--- config.mk ---
export PLATFORM = sky130hd
export DESIGN_NAME = dap_port
export DESIGN_NICKNAME = d
export VERILOG_FILES = /design/src/core/dap_pkg.sv /design/src/core/dap_port.sv
export SDC_FILE = /design/constraint.sdc
export NUM_CORES = 1
export LEC_CHECK = 0
export ABC_CLOCK_PERIOD_IN_PS = 2750
export BUFFER_PORTS_ARGS = -buffer_cell sky130_fd_sc_hd__buf_4
export CAP_MARGIN = 20
export CORE_MARGIN = 3
export CORE_UTILIZATION = 30
export DETAILED_ROUTE_END_ITERATION = 10
export GPL_TIMING_DRIVEN = 0
export HOLD_SLACK_MARGIN = 0.03
export RECOVER_POWER = 25
export SETUP_SLACK_MARGIN = 0.2
export SYNTH_ARGS = -nofsm -noshare
export SYNTH_HDL_FRONTEND = slang
export SYNTH_SLANG_ARGS = --single-unit
--- constraint.sdc ---
create_clock -name pclk -period 2.75 [get_ports pclk]
set_input_delay 0.55 -clock pclk [delete_from_list [all_inputs] [get_ports pclk]]
set_output_delay 0.55 -clock pclk [all_outputs]
set_load 0.01 [all_outputs]
--- src/core/dap_pkg.sv ---
// Purpose: shared constants and types for the dual converter output and configuration port
// Assumes: one 125 MHz clock (pclk); every pin is sampled by that clock
// Notes: mode register indices are the serial addresses; the bus byte address is four times the index
package dap_pkg;
   localparam int unsigned SAMPLE_W = 14;
   localparam int unsigned LANES    = 7;
   localparam int unsigned PIPE_N   = 7;
   localparam int unsigned FULL_TAP = 5;   // sample leaves at the 6th encode cycle
   localparam int unsigned DDR_TAP  = 6;   // a whole cycle later in both ddr modes

   // serial frame: read flag, 7-bit address, one data byte, msb first
   localparam logic [3:0] SPI_HDR_LAST = 4'h7;
   localparam logic [3:0] SPI_BYTE_LAST = 4'hf;

   // mode register indices
   localparam logic [6:0] REG_CTRL   = 7'h00;
   localparam logic [6:0] REG_OUTPUT = 7'h01;
   localparam logic [6:0] REG_STATUS = 7'h02;
   localparam logic [7:0] CTRL_RESET   = 8'h00;
   localparam logic [7:0] OUTPUT_RESET = 8'h00;

   // control register fields
   localparam int unsigned CTRL_PD_LSB = 0;   // [1:0] power down
   localparam int unsigned CTRL_DCS    = 2;   // duty cycle stabilizer enable
   // output register fields
   localparam int unsigned OUT_MODE_LSB  = 0; // [1:0] output mode
   localparam int unsigned OUT_PHASE_LSB = 2; // [3:2] forwarded clock delay, pclk cycles
   localparam int unsigned OUT_CUR_LSB   = 4; // [6:4] lvds drive current code
   localparam int unsigned OUT_TERM      = 7; // internal lvds termination enable

   // cycles ENC- must sit low before single-ended encode is assumed
   localparam logic [5:0] SE_DETECT_CYCLES = 6'h3f;

   typedef enum logic [1:0] {om_full, om_ddr_cmos, om_ddr_lvds} dap_mode_t;
endpackage

--- src/core/dap_port.sv ---
// Purpose: digital side of a two channel 14-bit converter: configuration port and sample output buses
// Assumes: samples and range bits arrive from the converter core synchronous to pclk
// Notes: the encode clock is a pin sampled by pclk, so it must run well below pclk/2
//
// Overview of operation
// RULE_01: strap low serial port, high parallel pins
// RULE_02: serial bits shift only while cs low
// RULE_03: sdi captured on rising serial clock edge
// RULE_04: readback shifted on sdo, host samples falling
// RULE_05: sdo open drain, only pulls low
// RULE_06: parallel cs level enables duty stabilizer
// RULE_07: parallel sck level selects output mode
// RULE_08: parallel sdi and sdo select power down
// RULE_09: conversion starts on rising encode edge
// RULE_10: grounded encode complement selects single-ended mode
// RULE_11: full rate: 14 bits, bit 13 msb
// RULE_12: full rate data changes on clock fall
// RULE_13: ddr data changes on both clock edges
// RULE_14: forwarded clock phase programmable by register
// RULE_15: ddr seven lanes, even low, odd high
// RULE_16: full rate per channel range flag
// RULE_17: ddr shared flag: ch2 low, ch1 high
// RULE_18: lvds current and termination programmable
// RULE_19: latency six cycles full, 6.5 ddr; ddr here is taken at DDR_TAP, a whole cycle behind full rate
// RULE_20: frame is rw, address, byte, msb first
//
// The register offsets and the APB register port were left to the implementer.
`timescale 1ns/1ps
module dap_port (
   input  wire logic                         pclk,
   input  wire logic                         presetn,
   input  wire logic                         psel,
   input  wire logic                         penable,
   input  wire logic                         pwrite,
   input  wire logic [7:0]                   paddr,
   input  wire logic [31:0]                  pwdata,
   output logic      [31:0]                  prdata,
   output logic                              pready,
   output logic                              pslverr,
   input  wire logic                         program_mode_strap,
   input  wire logic                         cs_n,
   input  wire logic                         sck,
   input  wire logic                         sdi,
   input  wire logic                         sdo_i,
   output logic                              sdo_o,
   output logic                              sdo_oe_n,
   input  wire logic                         encode_clock_pos,
   input  wire logic                         encode_clock_neg,
   input  wire logic [dap_pkg::SAMPLE_W-1:0] ch1_sample_in,
   input  wire logic [dap_pkg::SAMPLE_W-1:0] ch2_sample_in,
   input  wire logic                         ch1_range_in,
   input  wire logic                         ch2_range_in,
   output logic      [dap_pkg::SAMPLE_W-1:0] ch1_sample_bus,
   output logic      [dap_pkg::SAMPLE_W-1:0] ch2_sample_bus,
   output logic      [dap_pkg::LANES-1:0]    ch1_pair_lanes,
   output logic      [dap_pkg::LANES-1:0]    ch2_pair_lanes,
   output logic                              ch1_range_flag,
   output logic                              ch2_range_flag,
   output logic                              shared_range_flag,
   output logic                              forwarded_clock_pos,
   output logic                              forwarded_clock_neg,
   output dap_pkg::dap_mode_t                output_mode,
   output logic                              duty_stabilizer_en,
   output logic      [1:0]                   power_down,
   output logic      [2:0]                   lvds_current,
   output logic                              lvds_term_en
);
   import dap_pkg::*;

   // pin order in the synchroniser: strap, cs_n, sck, sdi, sdo_i, enc+, enc-
   typedef struct packed {
      logic [6:0]                          sync1;
      logic [6:0]                          sync2;
      logic                                sck_prev;
      logic                                enc_prev;
      logic [5:0]                          se_cnt;
      logic [3:0]                          spi_cnt;
      logic [7:0]                          spi_sh;
      logic                                spi_rd;
      logic [6:0]                          spi_addr;
      logic                                sdo_drive;
      logic [7:0]                          ctrl;
      logic [7:0]                          outr;
      logic [PIPE_N-1:0][SAMPLE_W-1:0]     p1;
      logic [PIPE_N-1:0][SAMPLE_W-1:0]     p2;
      logic [PIPE_N-1:0]                   r1;
      logic [PIPE_N-1:0]                   r2;
      logic [SAMPLE_W-1:0]                 bus1;
      logic [SAMPLE_W-1:0]                 bus2;
      logic [LANES-1:0]                    lane1;
      logic [LANES-1:0]                    lane2;
      logic                                f1;
      logic                                f2;
      logic                                fs;
      logic [2:0]                          clk_line;
      logic                                fclk;
      logic [31:0]                         rdata;
   } dap_state_t;

   dap_state_t s_q;
   dap_state_t s_d;

   logic       par;
   logic       cs_l;
   logic       sck_l;
   logic       sdi_l;
   logic       sdo_l;
   logic       single_ended;
   logic       enc_lvl;
   logic       enc_rise;
   logic       enc_fall;
   logic       sck_rise;
   logic       sck_fall;
   logic [1:0] phase;
   logic       apb_wr;
   logic [6:0] apb_idx;
   logic       apb_hit;
   dap_mode_t  mode_eff;
   logic [7:0] rb_byte;
   logic       rb_bit;

   function automatic logic [7:0] reg_read(input logic [6:0] idx, input dap_state_t s,
                                           input dap_mode_t m, input logic se);
      logic [7:0] v;
      v = 8'h00;
      if (idx == REG_CTRL) begin
         v = s.ctrl;
      end else if (idx == REG_OUTPUT) begin
         v = s.outr;
      end else if (idx == REG_STATUS) begin
         v = {1'b0, duty_stabilizer_en, power_down, m, se, s.sync2[6]};
      end
      return v;
   endfunction

   assign par     = s_q.sync2[6];
   assign cs_l    = s_q.sync2[5];
   assign sck_l   = s_q.sync2[4];
   assign sdi_l   = s_q.sync2[3];
   assign sdo_l   = s_q.sync2[2];
   assign single_ended = (s_q.se_cnt == SE_DETECT_CYCLES);    // [RULE_10]
   // differential mode: the edge is ENC+ rising while ENC- falls
   assign enc_lvl  = single_ended ? s_q.sync2[1] : (s_q.sync2[1] & ~s_q.sync2[0]);
   assign enc_rise = enc_lvl & ~s_q.enc_prev;                  // [RULE_09]
   assign enc_fall = ~enc_lvl & s_q.enc_prev;
   assign sck_rise = sck_l & ~s_q.sck_prev;
   assign sck_fall = ~sck_l & s_q.sck_prev;

   // readback byte decoded once; the bit index walks msb first
   always_comb begin
      rb_byte = reg_read(s_q.spi_addr, s_q, mode_eff, single_ended);
   end
   assign rb_bit = rb_byte[3'(4'hf - s_q.spi_cnt)];

   // parallel pins take over the reduced mode set
   always_comb begin
      if (par) begin
         mode_eff           = sck_l ? om_ddr_lvds : om_full;     // [RULE_07] [RULE_01]
         duty_stabilizer_en = cs_l;                             // [RULE_06]
         power_down         = {sdi_l, sdo_l};                   // [RULE_08]
         phase              = 2'b00;
      end else begin
         case (s_q.outr[OUT_MODE_LSB +: 2])
            2'b01:   mode_eff = om_ddr_cmos;
            2'b10:   mode_eff = om_ddr_lvds;
            default: mode_eff = om_full;
         endcase
         duty_stabilizer_en = s_q.ctrl[CTRL_DCS];
         power_down         = s_q.ctrl[CTRL_PD_LSB +: 2];
         phase              = s_q.outr[OUT_PHASE_LSB +: 2];      // [RULE_14]
      end
   end

   assign output_mode  = mode_eff;
   assign lvds_current = s_q.outr[OUT_CUR_LSB +: 3];            // [RULE_18]
   assign lvds_term_en = s_q.outr[OUT_TERM] & (mode_eff == om_ddr_lvds);

   assign apb_idx = {1'b0, paddr[7:2]};
   assign apb_hit = (paddr[1:0] == 2'b00) && (paddr[7:2] <= 6'(REG_STATUS));
   assign apb_wr  = psel & penable & pwrite & apb_hit;

   always_comb begin
      s_d = s_q;
      s_d.sync1    = {program_mode_strap, cs_n, sck, sdi, sdo_i, encode_clock_pos, encode_clock_neg};
      s_d.sync2    = s_q.sync1;
      s_d.sck_prev = sck_l;
      s_d.enc_prev = enc_lvl;
      if (s_q.sync2[0]) begin
         s_d.se_cnt = 6'h00;
      end else if (!single_ended) begin
         s_d.se_cnt = s_q.se_cnt + 6'h01;
      end

      // bus writes first so a completed serial byte overrides in the same cycle
      if (apb_wr && apb_idx == REG_CTRL) begin
         s_d.ctrl = pwdata[7:0];
      end else if (apb_wr && apb_idx == REG_OUTPUT) begin
         s_d.outr = pwdata[7:0];
      end
      // refused access reads zero
      if (psel && !penable) begin
         s_d.rdata = {24'h000000, apb_hit ? reg_read(apb_idx, s_q, mode_eff, single_ended) : 8'h00};
      end

      // serial port
      if (par || cs_l) begin
         s_d.spi_cnt   = 4'h0;                                   // [RULE_02]
         s_d.spi_rd    = 1'b0;
         s_d.sdo_drive = 1'b0;
      end else begin
         if (sck_rise) begin
            s_d.spi_sh  = {s_q.spi_sh[6:0], sdi_l};              // [RULE_03] [RULE_20]
            s_d.spi_cnt = s_q.spi_cnt + 4'h1;
            if (s_q.spi_cnt == SPI_HDR_LAST) begin
               s_d.spi_rd   = s_q.spi_sh[6];
               s_d.spi_addr = {s_q.spi_sh[5:0], sdi_l};
            end
            if (s_q.spi_cnt == SPI_BYTE_LAST) begin
               s_d.spi_rd = 1'b0;
               if (!s_q.spi_rd && s_q.spi_addr == REG_CTRL) begin
                  s_d.ctrl = {s_q.spi_sh[6:0], sdi_l};
               end else if (!s_q.spi_rd && s_q.spi_addr == REG_OUTPUT) begin
                  s_d.outr = {s_q.spi_sh[6:0], sdi_l};
               end
            end
         end
         // readback bits change on the falling edge, msb first
         if (sck_fall) begin
            if (s_q.spi_rd && s_q.spi_cnt[3]) begin
               s_d.sdo_drive = ~rb_bit;                                  // [RULE_04]
            end else begin
               s_d.sdo_drive = 1'b0;
            end
         end
      end

      // sample pipeline, one stage per encode cycle; a powered-down part stops converting
      if (enc_rise && power_down == 2'b00) begin
         s_d.p1 = {s_q.p1[PIPE_N-2:0], ch1_sample_in};
         s_d.p2 = {s_q.p2[PIPE_N-2:0], ch2_sample_in};
         s_d.r1 = {s_q.r1[PIPE_N-2:0], ch1_range_in};
         s_d.r2 = {s_q.r2[PIPE_N-2:0], ch2_range_in};
      end

      if (mode_eff == om_full) begin
         if (enc_fall) begin
            s_d.bus1 = s_q.p1[FULL_TAP];                          // [RULE_11] [RULE_12] [RULE_19]
            s_d.bus2 = s_q.p2[FULL_TAP];
            s_d.f1   = s_q.r1[FULL_TAP];                          // [RULE_16]
            s_d.f2   = s_q.r2[FULL_TAP];
         end
      end else begin
         // lanes are read on both encode edges, so the tap is taken before the shift
         for (int i = 0; i < LANES; i++) begin
            if (enc_fall) begin
               s_d.lane1[i] = s_q.p1[DDR_TAP][2*i];               // [RULE_15] [RULE_13] [RULE_19]
               s_d.lane2[i] = s_q.p2[DDR_TAP][2*i];
            end else if (enc_rise) begin
               s_d.lane1[i] = s_q.p1[DDR_TAP][2*i+1];
               s_d.lane2[i] = s_q.p2[DDR_TAP][2*i+1];
            end
         end
         if (enc_fall) begin
            s_d.fs = s_q.r2[DDR_TAP];                             // [RULE_17]
         end else if (enc_rise) begin
            s_d.fs = s_q.r1[DDR_TAP];
         end
      end

      // forwarded clock: encode level delayed by 0..3 pclk cycles behind the data
      s_d.clk_line = {s_q.clk_line[1:0], enc_lvl};
      if (phase == 2'b00) begin
         s_d.fclk = enc_lvl;
      end else begin
         s_d.fclk = s_q.clk_line[2'(phase - 2'b01)];              // [RULE_14]
      end
   end

   always_ff @(posedge pclk or negedge presetn) begin
      if (!presetn) begin
         s_q      <= '0;
         s_q.ctrl <= CTRL_RESET;
         s_q.outr <= OUTPUT_RESET;
      end else begin
         s_q <= s_d;
      end
   end

   assign prdata   = s_q.rdata;
   assign pready   = 1'b1;
   assign pslverr  = psel & penable & ~apb_hit;
   assign sdo_o    = 1'b0;                                        // [RULE_05]
   assign sdo_oe_n = ~s_q.sdo_drive;
   assign ch1_sample_bus      = s_q.bus1;
   assign ch2_sample_bus      = s_q.bus2;
   assign ch1_pair_lanes      = s_q.lane1;
   assign ch2_pair_lanes      = s_q.lane2;
   assign ch1_range_flag      = s_q.f1;
   assign ch2_range_flag      = s_q.f2;
   assign shared_range_flag   = s_q.fs;
   assign forwarded_clock_pos = s_q.fclk;
   assign forwarded_clock_neg = ~s_q.fclk;                        // [RULE_12]
endmodule // dap_port

* Word level (Yosys, flattened, before mapping)
Index checks and enable logic that the tools add are counted. W data, S select, Z words.
Storage, ports and cells: register bits 326, latch bits 0, bits in writable memories 0, memory bits (read-only) 0, input port bits 82, output and inout bits 92, word-level logic and storage cells 171, memories 0
Operators by class: add/subtract/negate cells 4, multipliers 0, divide/modulo/power cells 0, magnitude comparators 3, equal/unequal tests 11, shift operators 0, mux-type cells 68, bitwise operators 21, reduce and logical (&&, ||, !) cells 26
Operators by type and width (count):
- $mux W8 | 12
- $mux W16 | 3
- $mux W1 | 40
- $mux W20 | 1
- $logic_not A7 Y1 | 2
- $mux W7 | 2
- $mux W6 | 2
- $not A1 Y1 | 11
- $and A1 B1 Y1 | 10
- $logic_and A1 B1 Y1 | 8
- $logic_not A2 Y1 | 4
- $mux W2 | 4
- $reduce_and A2 Y1 | 4
- $eq A7 B1 Y1 const B | 1
- $eq A7 B2 Y1 const B | 1
- $add A6 B1 Y6 const B | 1
- $eq A6 B1 Y1 const B | 1
- $eq A6 B2 Y1 const B | 1
- $eq A6 B6 Y1 const B | 1
- $le A6 B2 Y1 const B | 1
- $reduce_bool A2 Y1 | 3
- $add A4 B1 Y4 const B | 1
- $eq A2 B2 Y1 const B | 2
- $eq A4 B3 Y1 const B | 1
- other kinds (15) | 16

* Depth between registers and ports, before layout
depth after elaboration 12, depth in mapped cells 10, gate-level depth less buffers 8

* Worst setup path before layout
No wires, ideal clock.
kind flip-flop to flip-flop, start point reg s_q[328] (netlist bit), end point reg s_q, in the netlist ch1_pair_lanes[0], library setup time 0.137 ns, arrival 2.433 ns, required time 2.613 ns, path slack 0.180 ns, stages on the path, launching flop included 11, path buffers 2, clock period less this slack 2.570 ns, cells stage by stage dfrtp_1 -> ha_1 -> and2_1 -> nand4_1 -> a21boi_0 -> inv_1 -> ha_1 -> clkbuf_1 -> clkbuf_1 -> mux2i_1 -> a21oi_1
Between the ends: word-level cells in the longest chain between the ends 6, elaborated cells on any way between the ends 8, classes of those cells eq/ne: 1; mux: 2; bitwise: 3; reduce/logical: 2
Ends and longest elaborated chain:
- start: declaration | RTL line dap_port.sv:100 | dap_state_t s_q;
- $eq A6 B6 Y1 * | RTL line dap_port.sv:141 | assign single_ended = (s_q.se_cnt == SE_DETECT_CYCLES);
- $mux W1 * | RTL line dap_port.sv:143 | assign enc_lvl = single_ended ? s_q.sync2[1] : (s_q.sync2[1] & ~s_q.sync2[0]);
- via enc_lvl | RTL line dap_port.sv:109 | logic enc_lvl;
- $not A1 Y1 | RTL line dap_port.sv:145 | assign enc_fall = ~enc_lvl & s_q.enc_prev;
- $and A1 B1 Y1 | RTL line dap_port.sv:145
- $reduce_bool A2 Y1 (no source line)
- $reduce_and A2 Y1 (no source line)
Mark *: on every way through the listed nets, which the timed path passes. The rest lies on a longest branch. A chain may end at the register's enable or synchronous reset.

* Worst setup path in the final report
start point reg s_q[328] (netlist bit), end point reg s_q, in the netlist ch2_sample_bus[1]
Between the ends: word-level cells in the longest chain between the ends 5
Ends and longest elaborated chain (RTL line):
- $eq A6 B6 Y1 | dap_port.sv:141
- $mux W1 | dap_port.sv:143
- via enc_lvl | dap_port.sv:109
- $not A1 Y1 | dap_port.sv:145
- $and A1 B1 Y1 | dap_port.sv:145
- $reduce_and A2 Y1 (no source line)
The timed path passes the listed nets, and every way through them passes these cells.

==> metrics.txt <==
syn avg cell area 13.9 um2; TNS Setup 0 ns; htree depth 2; Ports 174; # rows 77; Hold Fails Final Rpt 0; clock slew at reported path FFs approximately 0.060 ns; count of nets after finishing roughly 1200; unrepaired setup endpoints after global routing yes; period utilization slightly below 90%; Slew HR -55.5%; hold_buf cts 0; area leader, netlist dfrtp_1; Worst Path Arrival 2.86 ns; Non-Filler Instances about 1800; global-route wire length before repair 44400 um; fin util between 30% and 40%; Placer Congestion 0.811; fmax roughly 410 MHz; Die Y between 200 and 250 um; Fin Hold WS between 0.1 and 0.15 ns; global-route usage over all layers between 10% and 20%; maximum vdd drop 440 uV; Core Area approximately 44000 um2; critical path startpoint category register; grt ovf 0; CP Capture Type register; antenna cells 0; clk sinks 324; Syn Std Cell Area between 10000 and 15000 um2; DR pass1 iterations 4; Synth Instances between 900 and 1000; Post-synth EDFFs 0; Max-cap violations 1; Post-synth top cells dfrtp_1, mux2_2, buf_4; share of the synthesized area in the top cell type about three fifths; Final Total Pwr around 11 mW; Distinct cells, synth 48; PD cells approximately 680 nW/um2; die area roughly 48000 um2; Via Count slightly below 8000; Post-DP Area ~15000 um2; sequential area share after synthesis ~60%; layout cells sized above 1 roughly 50%; CTS tree built; final WL ~27000 um; DR WL/cell about 15 um; FF-to-FF End ch2_sample_bus[1]$_DFFE_PN0P_; die width ~220 um; yosys warns 0; area grow syn2layout 24.2%; Clock Tree Root clkbuf_16; Vias/cell between 4 and 5; DP HPWL roughly 19000 um; combinational share of power 7.6%; Seq cells post-synth roughly 320; hold_sp sdi; Pint ~8.9 mW; Layout fillers ~4300; reg-to-reg slack, setup 0.30 ns; HP Class in2reg; Switch Pwr 2.55 mW; reg-to-reg critical path startpoint s_q[328]$_DFFE_PN0P_; PnR worst setup slack 0.296 ns; Inst Count DP 1709; Worst Tran Pin Value approximately 2.3 ns; ys flop type dfrtp_1; CTS buffer count 38; number of port buffers around 120; Post-synth ARST share 100%; final worst path period need 2.45 ns; count leader, synth dfrtp_1; Sw Ratio between 20% and 30%; Starting Density 30.5%; pin count of the biggest net entering global routing between 100 and 150; CTS Buffer Depth 3; Critical Path RT between 3 and 4 ns; failing checks capacitance limit, slew limit; residual DRC count 0; Area contributors post-synth dfrtp_1, mux2_2, buf_4; fin. max-slew vios 84; reg2reg path depth 10; post-route cell area approximately 17000 um2; worst slack, placed -0.829 ns; # setup viols final 0; Worst setup endpoint ch2_sample_bus[1]$_DFFE_PN0P_; CP Max Fanout 10; P_leak between 8 and 9 nW; clock share of power 46.0%; crit path kind reg2reg; clock skew 0.0138 ns; Sequential Power Share a little under half; status complete, but fails checks; initial antenna violation count 0; remaining antenna violation count 0; worst-skew pair later-pin latency 0.53 ns; CP Launch Point s_q[328]$_DFFE_PN0P_; vias in the first global route 8183; Initial DRC Count 415
-- worst min-delay path by stage --
| stage | depth (start not counted) | to |
|---|---|---|
| finish | 1 | s_d[339]$_DFF_PN0_ |
| detailed placement | 0 | s_d[335]$_DFF_PN0_ |
| floorplan | 0 | ch1_pair_lanes[0]$_DFFE_PN0P_ |
| global route | 1 | s_d[339]$_DFF_PN0_ |
| CTS | 1 | lvds_current[0]$_DFF_PN0_ |
| global placement | 0 | s_q[336]$_DFF_PN0_ |
-- sequential cells by signal, indices dropped and copies added (netlist names) --
signal,cells
ch1_pair_lanes,7
ch1_range_flag,1
ch1_sample_bus,14
ch2_pair_lanes,7
ch2_range_flag,1
ch2_sample_bus,14
cs_l,1
forwarded_clock_pos,1
lvds_current,3
par,1
prdata,8
s_d,10
s_q,255
shared_range_flag,1
-- power groups by stage --
stage          clock [mW]  sequential [mW]  combinational, mW
2_1_floorplan           0             5.31              0.514
3_3_place_gp            0             5.38              0.842
3_5_place_dp            0             5.39              0.873
4_1_cts              5.45             5.30              0.881
5_1_grt              5.65             5.35              0.966
6_report             5.24             5.30              0.861
-- timing repair --
item                                    CTS  global route
endpoints found under the setup margin  261           244
pin swaps                                 2             1
buffers inserted                          1             1
gates resized for setup                  20            37
-- cell usage in the layout, fill, tap and decap left out, types with 7 or more instances in the layout --
cell	n
buf_4	199
nor2b_1	9
mux2i_1	38
a21oi_1	30
clkinv_2	8
conb_1	26
inv_1	14
clkbuf_8	7
dfrtp_1	324
nor2_1	39
clkbuf_16	39
nand2_1	23
clkbuf_4	25
clkbuf_1	19
nand2b_1	8
o21ai_0	22
mux2_2	256
-- layer usage --
layer	vias to the layer above	global-route usage (%)	part of all wire [%]
met5	-	0	0
li1	3708	-	-
met1	3879	14.7	43
met2	145	19.8	49
met3	39	3.27	5.7
met4	0	3.33	2.0
-- cell type report --
cell class                      count  area, um2  area share [%]
Timing Repair Buffer              126        980            5.84
Inverter                           14       52.6           0.313
Multi-Input combinational cell    525       4640            27.6
Sequential cell                   324       8110            48.3
Clock inverter                     18        235            1.40
Tap cell                          592        741            4.41
Clock buffer                       51       1090            6.50
Buffer                            130        938            5.59
-- critical path: stages (launching register included) --
cell,delay [ns]
dfrtp_1,0.37
ha_1,0.19
and2_0,0.22
nand4_1,0.17
a21boi_2,0.25
inv_1,0.09
ha_1,0.18
clkbuf_4,0.21
nand3_4,0.13
buf_8,0.16
mux2_2,0.34
-- logic make-up (layout without fill, tap and decap cells) --
group	after synthesis	after routing	synth area share, %
DFF	324	324	60.0
muxes	297	297	24.6
buffers and inverters	144	339	6.60
and+or+nand+nor	113	113	4.30
AOI/OAI and AO/OA	79	79	3.69
adders and majority gates	5	5	0.463
xor gates and xnor gates	5	5	0.324
other	2	26	0.0556
No activity file was read; power rests on OpenSTA's default activity.
